[src/inc/tpw_pkg.sv]
`default_nettype none
package tpw_pkg;

   // ----------------------------------------------------------------
   // bus geometry and register offsets
   // ----------------------------------------------------------------
   localparam int WB_AW = 8;
   localparam logic [7:0] ADDR_CTRL = 8'h00;
   localparam logic [7:0] ADDR_TIMER = 8'h04;
   localparam logic [7:0] ADDR_STATUS = 8'h08;

   // ----------------------------------------------------------------
   // control register fields
   // ----------------------------------------------------------------
   localparam int CTRL_START_BIT = 0;
   localparam int CTRL_MODE8_BIT = 1;
   localparam int CTRL_CLKSEL_LSB = 2;
   localparam int CTRL_TRIGSEL_LSB = 4;
   localparam int CTRL_TRIGFALL_BIT = 6;
   localparam logic [6:0] CTRL_RESET = 7'h00;
   localparam logic [15:0] TIMER_RESET = 16'h0000;

   // ----------------------------------------------------------------
   // status register fields
   // ----------------------------------------------------------------
   localparam int STAT_RUN_BIT = 0;
   localparam int STAT_PULSE_BIT = 1;
   localparam int STAT_ARMED_BIT = 2;
   localparam int STAT_PIN_BIT = 3;

   // ----------------------------------------------------------------
   // count source and start source encodings
   // ----------------------------------------------------------------
   localparam logic [1:0] CLK_UNDIV = 2'h0;
   localparam logic [1:0] CLK_DIV8 = 2'h1;
   localparam logic [1:0] CLK_DIV32 = 2'h2;
   localparam logic [1:0] CLK_SUB32 = 2'h3;
   localparam logic [1:0] TRIG_SW = 2'h0;
   localparam logic [1:0] TRIG_PIN = 2'h1;
   localparam logic [1:0] TRIG_OVF = 2'h2;

   // ----------------------------------------------------------------
   // timing counts
   // ----------------------------------------------------------------
   localparam logic [4:0] DIV8_LAST = 5'h07;
   localparam logic [4:0] DIV32_LAST = 5'h1F;
   localparam logic [15:0] CYC16_LAST = 16'hFFFE;  // 2^16-1 steps, index 0..FFFE
   localparam logic [15:0] CYC8_LAST = 16'h00FE;   // 2^8-1 steps, index 0..FE

   typedef enum logic [1:0] {
      TPW_IDLE,
      TPW_ARMED,
      TPW_RUN
   } tpw_state_t;

endpackage
`default_nettype wire

[src/hdl/tpw_clkdiv.sv]
`timescale 1ns/10ps
`default_nettype none
module tpw_clkdiv (
   input wire logic clk_i,          // system clock
   input wire logic rst_i,          // synchronous reset
   input wire logic sub_lvl_i,      // synchronised subclock level
   input wire logic [1:0] sel_i,    // count source select
   output logic tick_o              // one-cycle count clock tick
);

   logic [4:0] div_cnt;
   logic [4:0] sub_cnt;
   logic sub_prev;
   logic sub_rise;

   assign sub_rise = sub_lvl_i & ~sub_prev;

   // ----------------------------------------------------------------
   // free running prescalers for the internal and sub clocks
   // ----------------------------------------------------------------
   always_ff @(posedge clk_i) begin
      if (rst_i) begin
         div_cnt <= 5'h00;
         sub_cnt <= 5'h00;
         sub_prev <= 1'b0;
      end else begin
         div_cnt <= div_cnt + 5'h01;
         sub_prev <= sub_lvl_i;
         if (sub_rise) begin
            sub_cnt <= sub_cnt + 5'h01;
         end
      end
   end

   // ----------------------------------------------------------------
   // pick one source and register the tick
   // ----------------------------------------------------------------
   always_ff @(posedge clk_i) begin
      if (rst_i) begin
         tick_o <= 1'b0;
      end else begin
         case (sel_i)
            tpw_pkg::CLK_UNDIV: tick_o <= 1'b1;
            tpw_pkg::CLK_DIV8: tick_o <= (div_cnt[2:0] == tpw_pkg::DIV8_LAST[2:0]);
            tpw_pkg::CLK_DIV32: tick_o <= (div_cnt == tpw_pkg::DIV32_LAST);
            tpw_pkg::CLK_SUB32: tick_o <= sub_rise && (sub_cnt == tpw_pkg::DIV32_LAST);
            default: tick_o <= 1'b0;
         endcase
      end
   end

endmodule // tpw_clkdiv
`default_nettype wire

[src/hdl/tpw_sync.sv]
`timescale 1ns/10ps
`default_nettype none
module tpw_sync #(
   parameter int W = 1
) (
   input wire logic clk_i,          // system clock
   input wire logic rst_i,          // synchronous reset
   input wire logic [W-1:0] d_i,    // asynchronous levels
   output logic [W-1:0] q_o         // synchronised levels
);

   logic [W-1:0] meta;

   // ----------------------------------------------------------------
   // two-stage synchroniser, first stage read only by the second
   // ----------------------------------------------------------------
   always_ff @(posedge clk_i) begin
      if (rst_i) begin
         meta <= '0;
         q_o <= '0;
      end else begin
         meta <= d_i;
         q_o <= meta;
      end
   end

endmodule // tpw_sync
`default_nettype wire

[src/hdl/tpw_top.sv]
// Design decisions made here: the register addresses and the Wishbone slave port.
`timescale 1ns/10ps
`default_nettype none
// Notes on behaviour
// The count clock is one of the undivided clock, clock/8, clock/32 or subclock/32, chosen by software.
// The counter counts down, either as one 16-bit modulator or as an 8-bit modulator with 8-bit prescaler.
// At every rising edge of the output the counter reloads from the reload register and keeps running.
// Once counting has begun, further triggers neither restart nor reload the counter.
// In 16-bit operation the output is high for n count periods in a fixed cycle of 2^16-1 periods.
// In 8-bit operation the output is high for n*(m+1) periods in a cycle of 255*(m+1) periods.
// Counting begins on the chosen start event: trigger pin edge, other timer overflow, or the start flag.
// The modulator stops only when software clears the start flag.
// In 8-bit operation the request comes when the output falls, or when the count reaches 01 for widths FF and 00.
// In 16-bit operation the request comes on the fall, or when the count reaches 0001 for widths FFFF and 0000.
// The output pin carries the pulse; the input pin is either a plain input or the trigger input.
// Reading the timer register gives no meaningful count.
// A timer write while stopped updates both the reload register and the counter.
// A timer write while running updates only the reload register, taken at the next reload.
// A zero high width holds the output low and loads the inverted value, all ones, into the timer.
module tpw_top (
   input wire logic clk_i,                  // system clock, 100 MHz
   input wire logic rst_i,                  // synchronous reset, active high
   input wire logic wb_cyc_i,               // wishbone cycle
   input wire logic wb_stb_i,               // wishbone strobe
   input wire logic wb_we_i,                // wishbone write enable
   input wire logic [7:0] wb_adr_i,         // wishbone byte address
   input wire logic [3:0] wb_sel_i,         // wishbone byte selects
   input wire logic [31:0] wb_dat_i,        // wishbone write data
   output logic [31:0] wb_dat_o,            // wishbone read data
   output logic wb_ack_o,                   // wishbone acknowledge
   input wire logic trigger_input_pin_i,    // external trigger / port pin
   input wire logic subclock_i,             // slow subclock, asynchronous
   input wire logic other_ovf_i,            // overflow pulse of another timer
   output logic pulse_output_pin_o,         // modulated pulse output
   output logic irq_req_o                   // one-cycle interrupt request
);

   // ----------------------------------------------------------------
   // declarations
   // ----------------------------------------------------------------
   tpw_pkg::tpw_state_t state, next_state;
   logic start_flag;
   logic mode8;
   logic [1:0] clk_sel;
   logic [1:0] trig_sel;
   logic trig_fall;
   logic [15:0] reload;
   logic [15:0] cnt, next_cnt;
   logic [15:0] per_cnt, next_per;
   logic [7:0] presc, next_presc;
   logic pulse, next_pulse;
   logic spec, next_spec;
   logic next_irq;
   logic req;
   logic wr;
   logic hit_ctrl, hit_timer, hit_status;
   logic [15:0] wr_reload;
   logic trig_lvl, sub_lvl;
   logic trig_prev;
   logic trig_edge;
   logic trig_evt;
   logic tick;
   logic [15:0] load_cnt;
   logic load_pulse;
   logic load_spec;
   logic [15:0] last_step;
   logic go_pend;

   // ----------------------------------------------------------------
   // pin synchronisers and count clock
   // ----------------------------------------------------------------
   tpw_sync #(
      .W(2)
   ) u_sync (
      .clk_i(clk_i),
      .rst_i(rst_i),
      .d_i({trigger_input_pin_i, subclock_i}),
      .q_o({trig_lvl, sub_lvl})
   );

   tpw_clkdiv u_div (
      .clk_i(clk_i),
      .rst_i(rst_i),
      .sub_lvl_i(sub_lvl),
      .sel_i(clk_sel),
      .tick_o(tick)
   );

   // ----------------------------------------------------------------
   // wishbone decode
   // ----------------------------------------------------------------
   // a request is served once, in the cycle before ack rises
   assign req = wb_cyc_i & wb_stb_i & ~wb_ack_o;
   assign wr = req & wb_we_i;
   assign hit_ctrl = (wb_adr_i[7:2] == tpw_pkg::ADDR_CTRL[7:2]);
   assign hit_timer = (wb_adr_i[7:2] == tpw_pkg::ADDR_TIMER[7:2]);
   assign hit_status = (wb_adr_i[7:2] == tpw_pkg::ADDR_STATUS[7:2]);

   // byte lanes 0 and 1 write the low and high byte of the timer
   assign wr_reload = {wb_sel_i[1] ? wb_dat_i[15:8] : reload[15:8],
                       wb_sel_i[0] ? wb_dat_i[7:0] : reload[7:0]};

   // acknowledge one cycle after the request is seen, then drop it
   always_ff @(posedge clk_i) begin
      if (rst_i) begin
         wb_ack_o <= 1'b0;
      end else begin
         wb_ack_o <= req;
      end
   end

   // read data; the timer word reads as zero since no count is exposed
   always_ff @(posedge clk_i) begin
      if (rst_i) begin
         wb_dat_o <= 32'h0000_0000;
      end else if (req && !wb_we_i) begin
         wb_dat_o <= 32'h0000_0000;
         if (hit_ctrl) begin
            wb_dat_o[tpw_pkg::CTRL_START_BIT] <= start_flag;
            wb_dat_o[tpw_pkg::CTRL_MODE8_BIT] <= mode8;
            wb_dat_o[tpw_pkg::CTRL_CLKSEL_LSB +: 2] <= clk_sel;
            wb_dat_o[tpw_pkg::CTRL_TRIGSEL_LSB +: 2] <= trig_sel;
            wb_dat_o[tpw_pkg::CTRL_TRIGFALL_BIT] <= trig_fall;
         end else if (hit_timer) begin
            wb_dat_o <= 32'h0000_0000;
         end else if (hit_status) begin
            wb_dat_o[tpw_pkg::STAT_RUN_BIT] <= (state == tpw_pkg::TPW_RUN);
            wb_dat_o[tpw_pkg::STAT_PULSE_BIT] <= pulse;
            wb_dat_o[tpw_pkg::STAT_ARMED_BIT] <= (state == tpw_pkg::TPW_ARMED);
            wb_dat_o[tpw_pkg::STAT_PIN_BIT] <= trig_lvl;
         end
      end
   end

   // ----------------------------------------------------------------
   // control register
   // ----------------------------------------------------------------
   always_ff @(posedge clk_i) begin
      if (rst_i) begin
         start_flag <= tpw_pkg::CTRL_RESET[tpw_pkg::CTRL_START_BIT];
         mode8 <= tpw_pkg::CTRL_RESET[tpw_pkg::CTRL_MODE8_BIT];
         clk_sel <= tpw_pkg::CTRL_RESET[tpw_pkg::CTRL_CLKSEL_LSB +: 2];
         trig_sel <= tpw_pkg::CTRL_RESET[tpw_pkg::CTRL_TRIGSEL_LSB +: 2];
         trig_fall <= tpw_pkg::CTRL_RESET[tpw_pkg::CTRL_TRIGFALL_BIT];
      end else if (wr && hit_ctrl && wb_sel_i[0]) begin
         start_flag <= wb_dat_i[tpw_pkg::CTRL_START_BIT];
         mode8 <= wb_dat_i[tpw_pkg::CTRL_MODE8_BIT];
         clk_sel <= wb_dat_i[tpw_pkg::CTRL_CLKSEL_LSB +: 2];
         trig_sel <= wb_dat_i[tpw_pkg::CTRL_TRIGSEL_LSB +: 2];
         trig_fall <= wb_dat_i[tpw_pkg::CTRL_TRIGFALL_BIT];
      end
   end

   // reload register takes every timer write, running or not
   always_ff @(posedge clk_i) begin
      if (rst_i) begin
         reload <= tpw_pkg::TIMER_RESET;
      end else if (wr && hit_timer) begin
         reload <= wr_reload;
      end
   end

   // ----------------------------------------------------------------
   // start events
   // ----------------------------------------------------------------
   // edge detection works on the synchronised level only
   always_ff @(posedge clk_i) begin
      if (rst_i) begin
         trig_prev <= 1'b0;
      end else begin
         trig_prev <= trig_lvl;
      end
   end

   assign trig_edge = trig_fall ? (trig_prev & ~trig_lvl) : (trig_lvl & ~trig_prev);

   // when the pin is not the trigger it is just a readable port bit
   always_comb begin
      case (trig_sel)
         tpw_pkg::TRIG_PIN: trig_evt = trig_edge;
         tpw_pkg::TRIG_OVF: trig_evt = other_ovf_i;
         default: trig_evt = 1'b0;
      endcase
   end

   // a start event waits for the next count tick, so the first high
   // period is a whole one like every later one
   always_ff @(posedge clk_i) begin
      if (rst_i) begin
         go_pend <= 1'b0;
      end else if (state != tpw_pkg::TPW_ARMED) begin
         go_pend <= 1'b0;
      end else if (trig_evt) begin
         go_pend <= 1'b1;
      end
   end

   // ----------------------------------------------------------------
   // values taken at each reload
   // ----------------------------------------------------------------
   // a zero width is loaded inverted so the counter still sweeps a cycle
   always_comb begin
      if (mode8) begin
         load_cnt = {(reload[15:8] == 8'h00) ? 8'hFF : reload[15:8], reload[7:0]};
         load_pulse = (reload[15:8] != 8'h00);
         load_spec = (reload[15:8] == 8'hFF) || (reload[15:8] == 8'h00);
         last_step = tpw_pkg::CYC8_LAST;
      end else begin
         load_cnt = (reload == 16'h0000) ? 16'hFFFF : reload;
         load_pulse = (reload != 16'h0000);
         load_spec = (reload == 16'hFFFF) || (reload == 16'h0000);
         last_step = tpw_pkg::CYC16_LAST;
      end
   end

   // ----------------------------------------------------------------
   // modulator next state
   // ----------------------------------------------------------------
   // the width counter is the whole word in 16-bit mode and the high
   // byte in 8-bit mode; the low byte then counts the prescaler
   always_comb begin
      logic [15:0] w;
      logic [15:0] w_dec;
      logic step;
      w = mode8 ? {8'h00, cnt[15:8]} : cnt;
      w_dec = w - 16'h0001;
      step = 1'b0;
      next_state = state;
      next_cnt = cnt;
      next_per = per_cnt;
      next_presc = presc;
      next_pulse = pulse;
      next_spec = spec;
      next_irq = 1'b0;
      case (state)
         tpw_pkg::TPW_IDLE: begin
            next_pulse = 1'b0;
            if (wr && hit_timer) begin
               next_cnt = wr_reload;
            end
            if (start_flag) begin
               next_state = (trig_sel == tpw_pkg::TRIG_SW) ? tpw_pkg::TPW_ARMED : tpw_pkg::TPW_ARMED;
            end
         end
         tpw_pkg::TPW_ARMED: begin
            next_pulse = 1'b0;
            if (wr && hit_timer) begin
               next_cnt = wr_reload;
            end
            if (!start_flag) begin
               next_state = tpw_pkg::TPW_IDLE;
            end else if ((trig_sel == tpw_pkg::TRIG_SW || trig_evt || go_pend) && tick) begin
               next_state = tpw_pkg::TPW_RUN;
               next_cnt = load_cnt;
               next_presc = reload[7:0];
               next_pulse = load_pulse;
               next_spec = load_spec;
               next_per = 16'h0000;
            end
         end
         tpw_pkg::TPW_RUN: begin
            // triggers are not looked at here at all
            if (!start_flag) begin
               next_state = tpw_pkg::TPW_IDLE;
               next_pulse = 1'b0;
            end else if (tick) begin
               if (mode8) begin
                  step = (cnt[7:0] == 8'h00);
                  next_cnt[7:0] = step ? presc : (cnt[7:0] - 8'h01);
               end else begin
                  step = 1'b1;
               end
               if (step) begin
                  if (per_cnt == last_step) begin
                     // new cycle: output goes high unless the width is zero, and counter reloads
                     next_cnt = load_cnt;
                     next_presc = reload[7:0];
                     next_pulse = load_pulse;
                     next_spec = load_spec;
                     next_per = 16'h0000;
                  end else begin
                     next_per = per_cnt + 16'h0001;
                     if (mode8) begin
                        next_cnt[15:8] = w_dec[7:0];
                     end else begin
                        next_cnt = w_dec;
                     end
                     if (pulse && (w == 16'h0001)) begin
                        next_pulse = 1'b0;
                        next_irq = !spec;
                     end
                     if (spec && (w == 16'h0002)) begin
                        next_irq = 1'b1;
                     end
                  end
               end
            end
         end
         default: begin
            next_state = tpw_pkg::TPW_IDLE;
            next_pulse = 1'b0;
         end
      endcase
   end

   // ----------------------------------------------------------------
   // modulator registers
   // ----------------------------------------------------------------
   always_ff @(posedge clk_i) begin
      if (rst_i) begin
         state <= tpw_pkg::TPW_IDLE;
      end else begin
         state <= next_state;
      end
   end

   always_ff @(posedge clk_i) begin
      if (rst_i) begin
         cnt <= tpw_pkg::TIMER_RESET;
         per_cnt <= 16'h0000;
         presc <= 8'h00;
         spec <= 1'b0;
      end else begin
         cnt <= next_cnt;
         per_cnt <= next_per;
         presc <= next_presc;
         spec <= next_spec;
      end
   end

   // pin and request come straight from flops
   always_ff @(posedge clk_i) begin
      if (rst_i) begin
         pulse <= 1'b0;
         irq_req_o <= 1'b0;
      end else begin
         pulse <= next_pulse;
         irq_req_o <= next_irq;
      end
   end

   assign pulse_output_pin_o = pulse;

endmodule // tpw_top
`default_nettype wire

[config.mk]
export PLATFORM = sky130hd
export DESIGN_NAME = tpw_top
export DESIGN_NICKNAME = d
export VERILOG_FILES = /design/src/inc/tpw_pkg.sv /design/src/hdl/tpw_clkdiv.sv /design/src/hdl/tpw_sync.sv /design/src/hdl/tpw_top.sv
export SDC_FILE = /design/constraint.sdc
export NUM_CORES = 1
export LEC_CHECK = 0
export BUFFER_PORTS_ARGS = -buffer_cell sky130_fd_sc_hd__buf_2
export CAP_MARGIN = 20
export CORE_MARGIN = 4
export CORE_UTILIZATION = 45
export CTS_CLUSTER_SIZE = 16
export DETAILED_ROUTE_END_ITERATION = 8
export MAX_ROUTING_LAYER = met4
export PLACE_DENSITY = 0.75
export SETUP_SLACK_MARGIN = 0.2
export SLEW_MARGIN = 20
export SYNTH_ARGS = -nofsm -noshare
export SYNTH_HDL_FRONTEND = slang
export SYNTH_SLANG_ARGS = --single-unit
[constraint.sdc]
create_clock -name clk_i -period 6 [get_ports clk_i]
set_clock_uncertainty 0.1 [all_clocks]
set_input_delay 0.9 -clock clk_i [delete_from_list [all_inputs] [get_ports clk_i]]
set_output_delay 0.9 -clock clk_i [all_outputs]
set_load 0.02 [all_outputs]
==> results list, run 1 <==
- The synthesized design contains 0 enable-type register cells.
- Setup total negative slack: 0 ns
- Based on the critical path, the design can be clocked at up to about 0.31 GHz.
- Leaving out fill and tap cells, the most frequent cells in the layout are sky130_fd_sc_hd__dfxtp_1, sky130_fd_sc_hd__nor2_1, sky130_fd_sc_hd__nand2_1, sky130_fd_sc_hd__a21oi_1, sky130_fd_sc_hd__buf_2.
* Resize count post-CTS: 0
- Placement Cell Area: about 6000 um^2
- The clock reaches the later pin of the worst-skew pair after between 0.3 and 0.4 ns.
- Fraction of registers with async set/reset: 0
- Setup crit start kind: flop
- Congestion Overflow GR: 0
- Buffers inserted to repair hold after CTS numbered 0.
- Setup violations remaining at the end of the flow were counted as 0.
* Max Slew Vio Count: 0
- Across the VDD grid, the largest voltage drop is between 0.3 and 0.4 mV.
- For this run, the share of the core covered by cells in the final layout is 0.502.
* Placer's final routability congestion estimate: between 0.9 and 1
- Average wire per standard cell: between 15 and 20 um
- The number of different library cells used by synthesis comes to 79.
- The via count of the first global-routing pass was approximately 5000.
- Internal power comes to roughly 0.95 mW.
- Count of boundary I/O pins: just under 90
- On the critical path, the stage with the largest delay is an instance of sky130_fd_sc_hd__a21boi_0.
- Switch Pwr: 0.343 mW
* CP Launch Point: mode8$_SDFFE_PP0P_
- Total clock buffers created by CTS: 9
- Of the total power, registers draw 0.489.
- Detail Route Antenna Nets: 0
* First-pass GRT wire length: between 20 and 30 mm
- Summing all multi-input logic gate instances after layout gives between 3000 and 4000 um^2.
- The first routing iteration left ~600 violations.
- STA classifies the critical path endpoint as a flop.
- Wire segments on met3 add up to roughly 1.3 mm in the final route.
* Switching share of power: 0.266
- Part of the Yosys area used for sequential elements: 0.314
- Data on the critical path is required at its endpoint by 6.15 ns.
* Startpoint of the tightest hold check path: u_sync.meta[1]$_SDFF_PP0_
* Post-Place Setup Slack: approximately 2.7 ns
* Pre-antenna DRT Iters: 5
- The library cell used most frequently in the layout, excluding fill and tap cells, is sky130_fd_sc_hd__dfxtp_1.
* Fin nets: roughly 840
* Area of the core: 12800 um^2
- Of the available clock period, the critical path in the final layout requires 0.542.
* Total die area: ~15000 um^2
* Critical path, cell by cell: buf_4 -> inv_1 -> a21boi_0 -> ha_1 -> o21ai_1 -> nor2_1 -> xnor2_1 -> a211oi_1 -> nor4_1 -> a2111oi_1
* Post-route minimum period: ~3.3 ns
* Status: complete, no violations
* Clock tree from TritonCTS: done
- Uppermost signal routing layer after detailed routing: met4
- Number of synthesis warnings: 0
- In this run the mean area of a mapped cell was 7.82 um^2.
- Layout-stage area growth over the synthesis result: 7.25%
* Met2 Routed Length: 6.86 mm
* Cells after Synth: 768
* Worst Max-Slew Pin Slew: a little over 1 ns
- Worst hold-check slack: between 0.3 and 0.4 ns
- Across the whole layout, storage elements account for roughly 1900 um^2.
- Detailed placement ended at an HPWL of roughly 11 mm.
- The synthesized design contains 94 register bits.
- The number of antenna violations at the first check in global routing came to 0.
- Of the total power, combinational logic draws 0.053.
- Max-cap violation count: 0
* Mapped cell area: ~6000 um^2
- In this run the critical register-to-register path is launched from mode8$_SDFFE_PP0P_.
* Die Wd: about 120 um
- In the global route stage, overall resource usage came out at 0.219.
- Post-layout instance area: 6440 um^2
- For this block, wires on met1 add up to a little over 7 mm.
* Port buffer count: between 40 and 50
* Part of the total power dissipated in the clock network: 0.458
* Final setup margin: 2.75 ns
* Worst EP arrival: 3.40 ns
- H-tree level count: 3
* Clock sink count: 94
- Clock-pin slew was measured on the worst setup and hold paths at roughly 0.08 ns.
- Crit-path max cell delay: 0.49 ns
- In this run the worst hold path is classified as flop to flop.
- For this configuration, the core starts out at a cell density of 0.468.
- Entering global routing, the biggest net connects 67 pins.
- After floorplanning, the core was divided into approximately 40 placement rows.
* Maximum buffer depth of the clock tree: 2
- In this run the static leakage power is around 2.6 nW.
- Via Count: 5530
* Power density cells: between 200 and 250 nW/um^2
- After detailed routing, the number of vias per cell comes to around 5.8.
- Clock tree synthesis selected as its root buffer the cell sky130_fd_sc_hd__clkbuf_16.
- Fraction of final layout cells with drive strength greater than 1: 0.109
- Endpoints failing hold: 0
- The number of antenna diodes in the final layout is 0.
- Setup repair after global routing left no endpoint under its margin.
- Relative slew slack: 0.318
* Y dimension of the die: roughly 120 um
* Filler cells: roughly 1300
- Top_reg_cell synth: sky130_fd_sc_hd__dfxtp_1
- Number of remaining DRC errors: 0
* Final Routed Wirelength: roughly 16 mm
- Postcts setup bufs: 0
- Critical path peak fanout: 26
* Category of the critical setup timing path: flop to flop
## power groups by stage
stage,registers [mW],clock network [mW],logic [mW]
after CTS,0.631,0.604,0.0676
after detailed placement,0.646,0,0.0673
after global routing,0.632,0.627,0.0751
after global placement,0.646,0,0.0674
after floorplan,0.645,0,0.0586
final,0.631,0.591,0.0683
## Yosys cell counts, types with 4 or more instances
cell type / n / area (um^2)
sky130_fd_sc_hd__o21ai_1: 7 / 35.0
sky130_fd_sc_hd__a31oi_1: 10 / 62.6
sky130_fd_sc_hd__nor3b_1: 4 / 30.0
sky130_fd_sc_hd__nand4b_1: 4 / 35.0
sky130_fd_sc_hd__inv_1: 15 / 56.3
sky130_fd_sc_hd__buf_2: 19 / 95.1
sky130_fd_sc_hd__ha_1: 18 / 225
sky130_fd_sc_hd__dfxtp_1: 94 / 1880
sky130_fd_sc_hd__and3_1: 11 / 68.8
sky130_fd_sc_hd__a211oi_1: 9 / 67.6
sky130_fd_sc_hd__xnor2_1: 11 / 96.3
sky130_fd_sc_hd__nand4_1: 13 / 81.3
sky130_fd_sc_hd__mux2i_1: 33 / 330
sky130_fd_sc_hd__nand2b_1: 5 / 31.3
sky130_fd_sc_hd__o22ai_1: 4 / 25.0
sky130_fd_sc_hd__and2_1: 6 / 37.5
sky130_fd_sc_hd__nor2b_1: 13 / 81.3
sky130_fd_sc_hd__nor4_1: 12 / 75.1
sky130_fd_sc_hd__o31ai_1: 6 / 45.0
sky130_fd_sc_hd__o21ai_0: 36 / 180
sky130_fd_sc_hd__buf_4: 25 / 188
sky130_fd_sc_hd__a21oi_1: 48 / 240
sky130_fd_sc_hd__xor2_1: 20 / 175
sky130_fd_sc_hd__nor3_1: 26 / 130
sky130_fd_sc_hd__nor2_1: 89 / 334
sky130_fd_sc_hd__clkbuf_1: 27 / 101
sky130_fd_sc_hd__nand3_1: 25 / 125
sky130_fd_sc_hd__mux2_2: 5 / 56.3
sky130_fd_sc_hd__o211ai_1: 8 / 60.1
sky130_fd_sc_hd__a22oi_1: 9 / 67.6
sky130_fd_sc_hd__nand2_1: 86 / 323
## sequential cells by signal, summed over array words and instances (netlist names), 2 cells and up
name,flops
cnt,16
per_cnt,16
reload,16
presc,8
wb_dat_o,7
u_div.div_cnt,5
u_div.sub_cnt,5
clk_sel,2
state,2
trig_sel,2
u_sync.meta,2
u_sync.q_o,2
## metal layers
| layer | up-vias | global-route usage |
|---|---|---|
| met5 | - | - |
| met4 | 0 | 0.0678 |
| met3 | 28 | 0.0389 |
| met2 | 257 | 0.317 |
| met1 | 2539 | 0.311 |
| li1 | 2706 | - |
## cell families after synthesis
kind of cell               count (synthesis)  synth area share
muxes                                     38            0.0644
DFF                                       94             0.314
other                                      1          0.000625
xor gates and xnor gates                  31            0.0452
buffers and inverters                     93            0.0815
adders and majority gates                 18            0.0375
and+or+nand+nor                          312             0.255
AOI/OAI and AO/OA                        181             0.202
## per-stage QoR
step | cells | power [mW]
2_1_floorplan | 792 | 0.704
3_3_place_gp | 933 | 0.713
3_5_place_dp | 933 | 0.713
4_1_cts | 949 | 1.30
5_1_grt | 949 | 1.33
6_report | 949 | 1.29
## path summary, 6_finish.rpt
check                                                 to  slack [ns]  cells past startpoint
worst min register to register  u_sync.q_o[1]$_SDFF_PP0_        0.35                      1
worst max register to register      cnt[12]$_SDFFE_PP0P_        2.75                     10
worst max-delay path                cnt[12]$_SDFFE_PP0P_        2.75                     10
worst min-delay path            u_sync.q_o[1]$_SDFF_PP0_        0.35                      1
## final cells by class
cell class                      instances  area share
Inverter                               16     0.00933
Tap cell                              172      0.0334
Timing Repair Buffer                   46      0.0377
Multi-Input combinational cell        605       0.579
Clock buffer                            9      0.0350
Sequential cell                        94       0.292
Clock inverter                          7      0.0134
## worst max-delay path: cells and delay by family (launching register included)
kind,cells,cell delay [ns]
AOI/OAI and AO/OA,4,1.38
buffers and inverters,2,0.62
adders and majority gates,1,0.34
DFF,1,0.32
and+or+nand+nor,2,0.27
xor gates and xnor gates,1,0.11
Note: power is estimated with default switching activity, not from simulation.
==> run 2, diff against run 1 <==
--- a/config.mk
+++ b/config.mk
@@ -5,6 +5,7 @@
 export SDC_FILE = /design/constraint.sdc
 export NUM_CORES = 1
 export LEC_CHECK = 0
+export ABC_AREA = 1
 export BUFFER_PORTS_ARGS = -buffer_cell sky130_fd_sc_hd__buf_2
 export CAP_MARGIN = 20
 export CORE_MARGIN = 4
==> constraint.sdc (replaced) <==
create_clock -name clk_i -period 3.2 [get_ports clk_i]
set_clock_uncertainty 0.1 [all_clocks]
set_input_delay 0.48 -clock clk_i [delete_from_list [all_inputs] [get_ports clk_i]]
set_output_delay 0.48 -clock clk_i [all_outputs]
set_load 0.02 [all_outputs]
==> results list, run 2 <==
* Area share of the largest cell type after synthesis: 0.281 (-0.0321)
- The largest fanout of any net on the critical path came to 8 (-69%).
- Post-Place Setup Slack: 0.814 ns (-1.88 ns)
- The flow ran to the end, and the final reports show no timing, DRC or antenna violations.
* Count of boundary I/O pins: 87 (unchanged)
* Avg Vias per Cell: 5.31 (-8.8%)
- The part of the Yosys area used for sequential elements is 0.281 (-0.0321).
- The clock-pin transition on the worst setup and hold timing paths was 0.06 ns (-0.02 ns).
* Port buffer count: 41 (unchanged)
- Syn avg cell area: 6.15 um^2 (-21%)
- The violation count after the first detailed-route iteration was 741 (+23%).
- The maximum resistive drop on vdd was 0.368 mV (+14%).
* Initial Util: 0.460 (-0.00794)
* Detail Route Antenna Nets: 0 (unchanged)
- STA classifies the critical path startpoint as a flop.
- The width of the die was 130 um (+5.2%).
* Number of different library cells in the post-synthesis netlist: 43 (-46%)
- Number of global-route vias before repair: 6282 (+26%)
* Worst EP arrival: 2.68 ns (-0.72 ns)
- The yosys synthesis warning count was 0 (unchanged).
- HPWL after detailed placement: 13.7 mm (+21%)
* Mapped cell area: 6690 um^2 (+11%)
* Post-route minimum period: 2.50 ns (-0.753 ns)
- The final-layout worst hold slack came to 0.238 ns (-0.112 ns).
- Category of the critical setup timing path: flop to flop
- The worst setup path is captured at a flop.
* Resize count post-CTS: 0 (unchanged)
- Max-cap violation count: 0 (unchanged)
- Placer's final routability congestion estimate: 1.03 (+6.7%)
* Final setup margin: 0.701 ns (-2.05 ns)
* Congestion Overflow GR: 0 (unchanged)
* Clock tree from TritonCTS: done
* CTS Hold Buffers Added: 0 (unchanged)
- Cells after Synth: 1087 (+42%)
* Setup total negative slack: 0 ns (unchanged)
- Largest registers: cnt x16, per_cnt x16, reload x16
- Critical register-to-register path startpoint: state[1]$_SDFFE_PP0P_
- The setup fix buffers added after clock tree synthesis was 0 (unchanged).
- The standard cell core area was 14500 um^2 (+13%).
* Critical path destination: cnt[8]$_SDFFE_PP0P_
* Total die area: 16900 um^2 (+11%)
- Commonest cells in the synthesized netlist: sky130_fd_sc_hd__nand2_1, sky130_fd_sc_hd__inv_1, sky130_fd_sc_hd__nor2_1, sky130_fd_sc_hd__dfxtp_1, sky130_fd_sc_hd__nand3_1
* Worst Max-Slew Pin Slew: 0.648 ns (-0.376 ns)
- The worst reg-to-reg setup slack came to 0.70 ns (-2.05 ns).
- The depth of the most critical reg-to-reg path came to 10 (unchanged).
* Total clock buffers created by CTS: 9 (unchanged)
- The top cell types in the final layout, fill and taps aside, are sky130_fd_sc_hd__nand2_1, sky130_fd_sc_hd__inv_1, sky130_fd_sc_hd__nor2_1, sky130_fd_sc_hd__dfxtp_1, sky130_fd_sc_hd__nand3_1.
- The maximum number of buffers from clock root to sink came to 2 (unchanged).
- Leaving out fill and tap cells, the most frequent cell in the layout is sky130_fd_sc_hd__nand2_1.
- The power density over the cells is 391 nW/um^2 (+95%).
- The final count of pins violating max slew came to 0 (unchanged).
- Layout-stage area growth over the synthesis result: 8.01%
- Via Count: 6914 (+25%)
- The number of synthesized flops with an enable pin came to 0 (unchanged).
- Critical path, cell by cell: inv_1 -> ha_1 -> nand2_1 -> inv_1 -> nand3_1 -> o21ai_1 -> nand2_1 -> o21ai_1 -> nand2_1 -> a21oi_1
- The final antenna diode count is 0 (unchanged).
- Largest net degree at the start of global routing: 59 (-12%)
- In the post-synthesis netlist, the biggest area contributors are sky130_fd_sc_hd__dfxtp_1, sky130_fd_sc_hd__nand2_1, sky130_fd_sc_hd__inv_1.
- The combined global-route utilization of all metal layers is 0.235 (+0.0162).
- The average wire per cell in the routed design came to 14.4 um (-13%).
* Setup-violating endpoint count in the final report: 0 (unchanged)
* H-tree level count: 3 (unchanged)
- The static leakage was 3.29 nW (+27%).
- Top_reg_cell synth: sky130_fd_sc_hd__dfxtp_1
- Relative slew slack: 0.568 (+0.251)
* Final Routed Wirelength: 18.7 mm (+19%)
- Dominant cell by count in the synthesized netlist: sky130_fd_sc_hd__nand2_1
- The worst register-to-register path ends at cnt[8]$_SDFFE_PP0P_.
* Fraction of final layout cells with drive strength greater than 1: 0.108 (-0.00107)
* Worst endpoint required time: 3.38 ns (-2.77 ns)
- Hold WC Path Type: primary input to flop
- The final-report hold violation count is 0 (unchanged).
* Fmax: 0.400 GHz (+30%)
* Fraction of registers with async set/reset: 0 (unchanged)
* Clock sink count: 94 (unchanged)
* Worst-skew pair later-pin latency: 0.36 ns (about the same)
- The synthesis-stage register bit count was 94 (unchanged).
- The die boundary height was 130 um (+5.2%).
- Fin nets: 1183 (+40%)
- First-pass GRT wire length: 31.1 mm (+20%)
* Crit-path max cell delay: 0.43 ns (-0.06 ns)
* CP Launch Point: state[1]$_SDFFE_PP0P_
* Cell type with the highest aggregate area in the netlist: sky130_fd_sc_hd__dfxtp_1
* Clock tree root buffer cell: sky130_fd_sc_hd__clkbuf_16
* Number of antenna violations at the first check in global routing: 0 (unchanged)
- The final clock period utilization by the worst path was 0.781 (+0.239).
- Number of remaining DRC errors: 0 (unchanged)
* Cell seen most often among critical-path stages: sky130_fd_sc_hd__nand2_1
- The detailed-routing iteration count for the pre-antenna-repair pass was 5 (unchanged).
* Number of standard-cell rows in the floorplan: 44 (+7.3%)
- The slowest stage of the critical path belongs to the cell sky130_fd_sc_hd__ha_1.
* Setup repair after global routing missed its margin: false
==> run 2: changes by cell type after synthesis, moves of 9 or more <==
cell                       change
sky130_fd_sc_hd__a21oi_1      +25
sky130_fd_sc_hd__a22oi_1       -9
sky130_fd_sc_hd__and3_1       -11
sky130_fd_sc_hd__clkbuf_1     -11
sky130_fd_sc_hd__inv_1       +120
sky130_fd_sc_hd__mux2i_1      -33
sky130_fd_sc_hd__nand2_1     +217
sky130_fd_sc_hd__nand2_2      +11
sky130_fd_sc_hd__nand3_1      +55
sky130_fd_sc_hd__nor2_1       +12
sky130_fd_sc_hd__nor2b_1      -13
sky130_fd_sc_hd__o21ai_0      +38
sky130_fd_sc_hd__xnor2_1      -11
sky130_fd_sc_hd__xor2_1       -17
==> run 2: worst min-delay path by stage <==
stage / cells after the start / end / startpoint
after floorplan: 2 / u_sync.q_o[0]$_SDFF_PP0_ / u_sync.meta[0]$_SDFF_PP0_
after global placement: 2 / u_sync.q_o[1]$_SDFF_PP0_ / u_sync.meta[1]$_SDFF_PP0_
after detailed placement: 2 / u_sync.q_o[1]$_SDFF_PP0_ / u_sync.meta[1]$_SDFF_PP0_
after CTS: 3 / u_sync.meta[1]$_SDFF_PP0_ / trigger_input_pin_i
after global routing: 3 / u_sync.meta[1]$_SDFF_PP0_ / trigger_input_pin_i
final: 3 / u_sync.meta[1]$_SDFF_PP0_ / trigger_input_pin_i
==> run 2: through the flow <==
step | area [um^2] | std cells | power [mW] | util
final | 7220 | 1301 | 2.83 | 0.497
after global routing | 7220 | 1301 | 2.96 | 0.497
after CTS | 7220 | 1301 | 2.83 | 0.497
after detailed placement | 6910 | 1286 | 1.70 | 0.476
after global placement | 6910 | 1286 | 1.70 | 0.476
after floorplan | 6780 | 1111 | 1.62 | -
==> run 2: final cells by class <==
class	count	area, um^2
clock buffer	11	253
clock inverter	4	55.1
fill	1523	7310
inverter	141	529
multi-input combinational	815	3990
sequential	94	1880
tap	184	230
timing repair buffer	52	288
==> run 2: cell families after synthesis <==
group	synth area share
xor+xnor	0.00393
flops	0.281
buf+inv	0.136
simple gates	0.388
compound gates	0.156
fa+ha+maj	0.0337
other cells	0.000561
==> run 2: worst max-delay path: cells and delay by family (launching register included) <==
kind / cells / cell delay, ns
adders and majority gates: 1 / 0.43
buffers and inverters: 2 / 0.36
and+or+nand+nor: 4 / 0.67
DFF: 1 / 0.33
AOI/OAI and AO/OA: 3 / 0.54
==> run 2: layer usage <==
| layer | up-vias | wire length (um) | GRT usage |
|---|---|---|---|
| met1 | 3130 | 8320 | 0.309 |
| met4 | 0 | 507 | 0.0721 |
| met2 | 240 | 8590 | 0.369 |
| met5 | - | 0 | - |
| li1 | 3505 | - | - |
| met3 | 39 | 1270 | 0.0442 |
==> run 2: report_power, final <==
group          total, mW  switching [mW]  internal, mW
Combinational      0.461           0.310         0.151
Sequential          1.23          0.0270          1.20
Clock               1.14           0.491         0.649
